### src/lcd_cmd_defines.svh
// reset values, opcodes and limits of the command interpreter
// assumes inclusion by the design modules only; the package does not include it
`ifndef LCD_CMD_DEFINES_SVH
`define LCD_CMD_DEFINES_SVH

// reset values
`define RST_COLUMN 8'h00
`define RST_GAIN 3'h4
`define RST_POWER 3'h0
`define RST_START_LINE 6'h00
`define RST_CONTRAST 6'h20
`define RST_PAGE 4'h0

// limits
`define PAGE_LAST 4'h8
`define COLUMN_LAST 8'h83

// opcode fields
`define NIB_COL_LO 4'h0
`define NIB_COL_HI 4'h1
`define PFX5_GAIN 5'h04
`define PFX5_POWER 5'h05
`define PFX2_START 2'h1
`define OP_CONTRAST 8'h81
`define PFX7_SEG_REMAP 7'h50
`define PFX7_BIAS 7'h51
`define PFX7_ALL_ON 7'h52
`define PFX7_REVERSE 7'h53
`define PFX7_DISP_ON 7'h57
`define NIB_PAGE 4'hb
`define NIB_COM_DIR 4'hc
`define OP_RMW_ENTER 8'he0
`define OP_SOFT_RESET 8'he2
`define OP_RMW_EXIT 8'hee

`endif

### src/lcd_cmd_pkg.sv
// types shared by the command interpreter modules
// assumes lcd_cmd_defines.svh is on the include path
package lcd_cmd_pkg;

    typedef enum logic [4:0] {
        CMD_NONE = 5'b00000,
        CMD_COL_LO = 5'b00001,
        CMD_COL_HI = 5'b00010,
        CMD_GAIN = 5'b00011,
        CMD_POWER = 5'b00100,
        CMD_START = 5'b00101,
        CMD_CONTRAST = 5'b00110,
        CMD_SEG_REMAP = 5'b00111,
        CMD_BIAS = 5'b01000,
        CMD_ALL_ON = 5'b01001,
        CMD_REVERSE = 5'b01010,
        CMD_DISP_ON = 5'b01011,
        CMD_PAGE = 5'b01100,
        CMD_COM_DIR = 5'b01101,
        CMD_RMW_ENTER = 5'b01110,
        CMD_RMW_EXIT = 5'b01111,
        CMD_SOFT_RESET = 5'b10000
    } cmd_kind_t;

    typedef enum logic [0:0] {
        ST_IDLE = 1'b0,
        ST_WAIT_CONTRAST = 1'b1
    } cmd_state_t;

    typedef struct packed {
        logic [3:0] page_address;
        logic [5:0] start_line;
        logic [5:0] contrast_level;
        logic [2:0] regulator_gain_select;
        logic [2:0] power_enable_bits;
        logic seg_remap;
        logic bias_alt;
        logic entire_on;
        logic reverse_video;
        logic display_on;
        logic com_reverse;
    } display_state_t;

endpackage

### src/cmd_byte_decode.sv
// classifies one command byte into a command kind
// assumes the byte is a command (data/command select low)
`timescale 1ns/1ps
`include "lcd_cmd_defines.svh"
module cmd_byte_decode
    import lcd_cmd_pkg::*;
(
    // command byte in
    input wire logic [7:0] cmd_byte,
    // classification out
    output cmd_kind_t cmd_kind
);
    wire is_col_lo = (cmd_byte[7:4] == `NIB_COL_LO);
    wire is_col_hi = (cmd_byte[7:4] == `NIB_COL_HI);
    wire is_gain = (cmd_byte[7:3] == `PFX5_GAIN);
    wire is_power = (cmd_byte[7:3] == `PFX5_POWER);
    wire is_start = (cmd_byte[7:6] == `PFX2_START);
    wire is_contrast = (cmd_byte == `OP_CONTRAST);
    wire is_remap = (cmd_byte[7:1] == `PFX7_SEG_REMAP);
    wire is_bias = (cmd_byte[7:1] == `PFX7_BIAS);
    wire is_all_on = (cmd_byte[7:1] == `PFX7_ALL_ON);
    wire is_reverse = (cmd_byte[7:1] == `PFX7_REVERSE);
    wire is_disp_on = (cmd_byte[7:1] == `PFX7_DISP_ON);
    wire is_page = (cmd_byte[7:4] == `NIB_PAGE);
    wire is_com_dir = (cmd_byte[7:4] == `NIB_COM_DIR);
    wire is_rmw_in = (cmd_byte == `OP_RMW_ENTER);
    wire is_rmw_out = (cmd_byte == `OP_RMW_EXIT);
    wire is_sreset = (cmd_byte == `OP_SOFT_RESET);

    // bytes outside this set (extended, indicator, nop, test) fall to none
    assign cmd_kind = is_col_lo ? CMD_COL_LO :
                      is_col_hi ? CMD_COL_HI :
                      is_gain ? CMD_GAIN :
                      is_power ? CMD_POWER :
                      is_start ? CMD_START :
                      is_contrast ? CMD_CONTRAST :
                      is_remap ? CMD_SEG_REMAP :
                      is_bias ? CMD_BIAS :
                      is_all_on ? CMD_ALL_ON :
                      is_reverse ? CMD_REVERSE :
                      is_disp_on ? CMD_DISP_ON :
                      is_page ? CMD_PAGE :
                      is_com_dir ? CMD_COM_DIR :
                      is_rmw_in ? CMD_RMW_ENTER :
                      is_rmw_out ? CMD_RMW_EXIT :
                      is_sreset ? CMD_SOFT_RESET : CMD_NONE;
endmodule // cmd_byte_decode

### src/column_addr_unit.sv
// column address with nibble loads, auto advance and read-modify-write save
// assumes one-cycle strobes from the command interpreter
`timescale 1ns/1ps
`include "lcd_cmd_defines.svh"
module column_addr_unit (
    // clock and reset
    input wire logic clk,
    input wire logic rst_n,
    // controls
    input wire logic soft_reset,
    input wire logic load_lo,
    input wire logic load_hi,
    input wire logic [3:0] nibble,
    input wire logic data_write,
    input wire logic data_read,
    input wire logic rmw_enter,
    input wire logic rmw_exit,
    // state out
    output logic [7:0] column_address,
    output logic rmw_active
);
    logic [7:0] col_reg;
    logic [7:0] col_next;
    logic [7:0] saved_reg;
    logic rmw_reg;

    // reads do not move the column while read-modify-write is on
    wire advance = data_write | (data_read & ~rmw_reg);
    wire [7:0] col_inc = (col_reg == `COLUMN_LAST) ? 8'h00 : col_reg + 8'h01;

    always_comb begin
        col_next = col_reg;
        if (soft_reset) begin
            col_next = `RST_COLUMN;
        end else if (rmw_exit && rmw_reg) begin
            col_next = saved_reg;
        end else if (load_lo) begin
            col_next = {col_reg[7:4], nibble};
        end else if (load_hi) begin
            col_next = {nibble, col_reg[3:0]};
        end else if (advance) begin
            col_next = col_inc;
        end
    end

    always_ff @(posedge clk or negedge rst_n) begin
        if (!rst_n) begin
            col_reg <= `RST_COLUMN;
            saved_reg <= `RST_COLUMN;
            rmw_reg <= 1'b0;
        end else begin
            col_reg <= col_next;
            if (soft_reset || rmw_exit) begin
                rmw_reg <= 1'b0;
            end else if (rmw_enter) begin
                rmw_reg <= 1'b1;
                saved_reg <= col_reg;
            end
        end
    end

    assign column_address = col_reg;
    assign rmw_active = rmw_reg;
endmodule // column_addr_unit

### src/lcd_write_command_decoder.sv
// write command interpreter of a dot-matrix lcd controller
// assumes host strobes are one clock wide and synchronous to clk
// Notes on behaviour
// - command when data/command select is low
// - 0000 prefix loads column low nibble, reset 0
// - 0001 prefix loads column high nibble, reset 0
// - 00100 prefix stores regulator gain, reset 100b
// - 00101 prefix sets buffer, regulator, booster enables
// - 01 prefix loads display start line
// - byte 81h then contrast byte, reset 20h
// - segment remap picks column 00h or 83h
// - bias bit picks 1/9 or 1/7
// - entire display on or normal
// - reverse video or normal
// - panel on or off, off after reset
// - 1011 prefix loads page address 0 to 8
// - 1100 prefix bit 3 reverses common scan
// - E0h enters read-modify-write, reads hold column
// - EEh exits, restoring column held at entry
// - E2h reinitialises all internal status registers
`timescale 1ns/1ps
`include "lcd_cmd_defines.svh"
module lcd_write_command_decoder
    import lcd_cmd_pkg::*;
(
    // clock and reset
    input wire logic clk,
    input wire logic rst_n,
    // host write port
    input wire logic wr_strobe,
    input wire logic dc_select,
    input wire logic [7:0] wr_byte,
    // host display data read
    input wire logic rd_strobe,
    // settings out
    output display_state_t settings,
    output logic [7:0] column_address,
    output logic rmw_active,
    output logic contrast_pending
);
    cmd_state_t state_reg;
    cmd_state_t state_next;
    display_state_t set_reg;
    display_state_t set_next;
    cmd_kind_t kind;

    // a low select marks a command byte, a high one display data
    wire cmd_taken = wr_strobe & ~dc_select;
    wire data_write = wr_strobe & dc_select;
    wire data_read = rd_strobe & dc_select;
    wire first_byte = cmd_taken & (state_reg == ST_IDLE);
    wire second_byte = cmd_taken & (state_reg == ST_WAIT_CONTRAST);
    wire soft_reset = first_byte & (kind == CMD_SOFT_RESET);

    localparam display_state_t SET_RESET = '{
        page_address: `RST_PAGE,
        start_line: `RST_START_LINE,
        contrast_level: `RST_CONTRAST,
        regulator_gain_select: `RST_GAIN,
        power_enable_bits: `RST_POWER,
        seg_remap: 1'b0,
        bias_alt: 1'b0,
        entire_on: 1'b0,
        reverse_video: 1'b0,
        display_on: 1'b0,
        com_reverse: 1'b0
    };

    cmd_byte_decode u_decode (
        .cmd_byte(wr_byte),
        .cmd_kind(kind)
    );

    column_addr_unit u_column (
        .clk(clk),
        .rst_n(rst_n),
        .soft_reset(soft_reset),
        .load_lo(first_byte && kind == CMD_COL_LO),
        .load_hi(first_byte && kind == CMD_COL_HI),
        .nibble(wr_byte[3:0]),
        .data_write(data_write),
        .data_read(data_read),
        .rmw_enter(first_byte && kind == CMD_RMW_ENTER),
        .rmw_exit(first_byte && kind == CMD_RMW_EXIT),
        .column_address(column_address),
        .rmw_active(rmw_active)
    );

    // second byte of the contrast pair is waited for across data writes
    always_comb begin
        state_next = state_reg;
        case (state_reg)
            ST_IDLE: begin
                if (first_byte && kind == CMD_CONTRAST) begin
                    state_next = ST_WAIT_CONTRAST;
                end
            end
            ST_WAIT_CONTRAST: begin
                if (cmd_taken) begin
                    state_next = ST_IDLE;
                end
            end
            default: begin
                state_next = ST_IDLE;
            end
        endcase
    end

    always_comb begin
        set_next = set_reg;
        if (second_byte) begin
            set_next.contrast_level = wr_byte[5:0];
        end else if (first_byte) begin
            case (kind)
                CMD_GAIN: set_next.regulator_gain_select = wr_byte[2:0];
                CMD_POWER: set_next.power_enable_bits = wr_byte[2:0];
                CMD_START: set_next.start_line = wr_byte[5:0];
                CMD_SEG_REMAP: set_next.seg_remap = wr_byte[0];
                CMD_BIAS: set_next.bias_alt = wr_byte[0];
                CMD_ALL_ON: set_next.entire_on = wr_byte[0];
                CMD_REVERSE: set_next.reverse_video = wr_byte[0];
                CMD_DISP_ON: set_next.display_on = wr_byte[0];
                CMD_COM_DIR: set_next.com_reverse = wr_byte[3];
                CMD_SOFT_RESET: set_next = SET_RESET;
                CMD_PAGE: begin
                    // pages above the last one are ignored rather than wrapped
                    if (wr_byte[3:0] <= `PAGE_LAST) begin
                        set_next.page_address = wr_byte[3:0];
                    end
                end
                default: set_next = set_reg;
            endcase
        end
    end

    always_ff @(posedge clk or negedge rst_n) begin
        if (!rst_n) begin
            state_reg <= ST_IDLE;
            set_reg <= SET_RESET;
        end else begin
            state_reg <= state_next;
            set_reg <= set_next;
        end
    end

    assign settings = set_reg;
    assign contrast_pending = (state_reg == ST_WAIT_CONTRAST);

    // helper for checking the restore on leaving read-modify-write
    logic [7:0] chk_entry_col;
    always_ff @(posedge clk or negedge rst_n) begin
        if (!rst_n) begin
            chk_entry_col <= 8'h00;
        end else if (first_byte && kind == CMD_RMW_ENTER) begin
            chk_entry_col <= column_address;
        end
    end
endmodule // lcd_write_command_decoder

### config.mk
export PLATFORM = sky130hd
export DESIGN_NAME = lcd_write_command_decoder
export DESIGN_NICKNAME = d
export VERILOG_FILES = /design/src/lcd_cmd_pkg.sv /design/src/cmd_byte_decode.sv /design/src/column_addr_unit.sv /design/src/lcd_write_command_decoder.sv
export VERILOG_INCLUDE_DIRS = /design/src
export SDC_FILE = /design/constraint.sdc
export NUM_CORES = 1
export LEC_CHECK = 0
export BUFFER_PORTS_ARGS = -buffer_cell sky130_fd_sc_hd__buf_2
export CAP_MARGIN = 20
export CORE_MARGIN = 1.5
export CORE_UTILIZATION = 40
export CTS_CLUSTER_SIZE = 40
export DETAILED_ROUTE_END_ITERATION = 8
export PLACE_DENSITY = 0.69
export SLEW_MARGIN = 10
export SYNTH_ARGS = -nofsm -noshare
export SYNTH_HDL_FRONTEND = slang
export SYNTH_SLANG_ARGS = --single-unit
### constraint.sdc
create_clock -name clk -period 2.7 [get_ports clk]
set_input_delay 0.27 -clock clk [delete_from_list [all_inputs] [get_ports clk]]
set_output_delay 0.27 -clock clk [all_outputs]
set_load 0.01 [all_outputs]
==> run summary <==
Cells after DPL - 380
Post-synth EDFFs - 0
Clk Latency, worst-skew pair - 300 ps
Clock Tree Buf Depth - 2
Pwr Density - 636 nW/um^2
Nets@finish - 325
Dominant cells by area after synthesis - dfrtp_1 (42%), mux2_2 (9.1%), o21ai_0 (4.4%)
Port bufs - 50
Worst Reg-to-Reg Cells - 8
Final min period - 2540 ps
Post-synth top cells - dfrtp_1 (44), nand2_1 (25), o21ai_0 (23), mux2_2 (21), nor2_1 (17)
Endpoint type of the worst setup path - flip-flop
H-tree Lvls - 2
CP Max Fanout - 9
R2r endpoint - u_column.column_address[3]
Diodes inserted - 0
Full die area - 7000 um^2
Routed length per instance - 16.5 um
Drt via density - 5.66
FFs w/ async S/R, synth - 100%
Row count - 29
Placed inst area - 2940 um^2
Initial antenna violation count - 0
Outcome - complete, but fails checks
Slew margin rel. - 50.7%
Clock transition at path regs - 90 ps
Drc violations - 0
Chip height - 83.6 um
Hold_ws - -37.6 ps
Crit path kind - reg2reg
Synth unique cells - 62
Fin Setup TNS - 0 ps
Total GRT Usage - 18.7%
Slowest-stage cell, CP - or3b_1
Ys Warns - 0
Largest area contributor in the netlist - dfrtp_1
Pleak - 1.42 nW
Synthesis-to-finish area growth - 18.4%
Post-synth top area share - 42.3%
Slew @ Worst Pin - 732 ps
Fin crit share - 93.9%
Type of the most critical hold path - in2async
Critical path depth - 8
Achievable Freq - 394 MHz
Worst R2R Start - contrast_pending
Seq/Total Area, Yosys - 44.3%
Final Max Slew Viols - 0
Via count - 2,203
GRT overflow - 0
Post-route ant nets - 0
Most frequent cell after synthesis - dfrtp_1
Global-route wire length before repair - 10.6 mm
Violated checks - hold timing
Starting DRT DRC Count - 143
Clk sinks - 46
Number of global-route vias before repair - 2,185
CTS root buf - clkbuf_8
Synth Cell Area - 2600 um^2
Synth Instances - 259
Critical path's largest stage delay - 490 ps
Max FFs per register - 28
CP delay by family, top - compound AO/OA/AOI/OAI gates
Register-to-register setup slack - 160 ps
Layout Utilization - 48.8%
Mapped Nets - 273
Peak supply drop - 0.342 mV
Post-CTS Hold Fix Bufs - 0
Post-synth top flop - dfrtp_1
WP buf/inv - 1
WP data required - 2860 ps
Boundary pin count - 51
Count of final hold-check violations - 22
Share of cells above drive strength 1 - 34.0%
Die Wd - 83.6 um
Core ar. - 6310 um^2
Setup crit start kind - flip-flop
Crit path DAT - 2700 ps
HPWL Detailed - 4.62 mm
Endpoints failing setup - 0
RSZ-0062 raised after global routing - false
Fin cells - 389
Synth Register Bits - 46
Avg Cell Area, Syn - 10.0 um^2
Starting Density - 41.2%
Number of buffers created by CTS - 5
Crit path cell chain - or3b_1, a31oi_1, o2111ai_2, a2111oi_4, buf_4, nor3_1, a211oi_1, o31ai_1
Max-cap violations - 0
TritonCTS clock tree - built
Gpl congestion - 0.876
Fin area - 3080 um^2
Final WL - 6.42 mm
Skew final - 5.10 ps
Pin count of the biggest net entering global routing - 47
Pre-antenna DRT Iters - 4
cell usage in the layout, fill, tap and decap left out, types with 3 or more instances in the layout:
cell type | netlist | final
a221o_1 | 4 | 4
buf_2 | 4 | 50
clkbuf_8 | 0 | 5
nor4_1 | 3 | 3
o21ai_0 | 23 | 23
mux2_2 | 21 | 21
nor3b_1 | 3 | 3
nor2_1 | 17 | 17
o31ai_1 | 5 | 5
dfrtp_1 | 44 | 44
xor2_1 | 4 | 4
nand3_1 | 10 | 10
nand2_1 | 25 | 25
inv_1 | 5 | 5
nor3_1 | 4 | 4
buf_4 | 1 | 9
a21oi_1 | 7 | 7
and3_1 | 5 | 5
nor2b_1 | 6 | 6
a211oi_1 | 4 | 4
a22o_1 | 5 | 5
nand2b_1 | 3 | 3
cells by family (layout without fill, tap and decap cells):
family / after synthesis / in the layout / share of synthesized area (%)
AO/OA/AOI/OAI: 65 / 65 / 17.7
XOR/XNOR: 6 / 6 / 2.02
adder cells (fa/ha/maj): 1 / 1 / 0.481
buffers and inverters: 20 / 73 / 3.80
flip-flops: 46 / 46 / 44.3
multiplexers: 21 / 21 / 9.09
AND/OR/NAND/NOR: 100 / 100 / 22.5
worst max-delay path by stage:
stage	from	end	slack, ps
after CTS	contrast_pending	u_column.column_address[3]	110
after floorplan	contrast_pending	u_column.column_address[2]	400
after global routing	contrast_pending	u_column.column_address[3]	10
after global placement	contrast_pending	u_column.column_address[3]	180
after detailed placement	contrast_pending	u_column.column_address[3]	150
final	contrast_pending	u_column.column_address[3]	160
repair_timing:
item / in CTS / in global routing
gates resized for setup: 0 / 1
endpoints found under the setup margin: 0 / 1
buffers inserted: 0 / 0
per-stage QoR:
step           total power, W  worst slack [ps]  hold WS (ps)
4_1_cts               0.00197               113           174
6_report              0.00196               164         -37.6
3_5_place_dp          0.00146               145           459
3_3_place_gp          0.00144               177           452
2_1_floorplan         0.00124               404         -25.6
5_1_grt               0.00207              10.7          18.7
layer usage:
metal	GRT usage [%]	share of wire (%)
met5	0	0
met4	5.51	1.3
met3	2.87	4.6
met2	29.7	47
met1	26.6	47
power by group:
part / switching [W] / internal [W]
combinational: 0.000267 / 0.000245
sequential: 0.000133 / 0.000806
clock: 0.000232 / 0.000276
area by class of cell:
| class | instances | area, um^2 |
|---|---|---|
| Clock buffer | 6 | 72.6 |
| Clock inverter | 2 | 37.5 |
| Fill cell | 608 | 3230 |
| Inverter | 5 | 18.8 |
| Multi-Input combinational cell | 193 | 1360 |
| Sequential cell | 46 | 1150 |
| Tap cell | 77 | 96.3 |
| Timing Repair Buffer | 60 | 345 |
(Power assumes the default switching activity.)
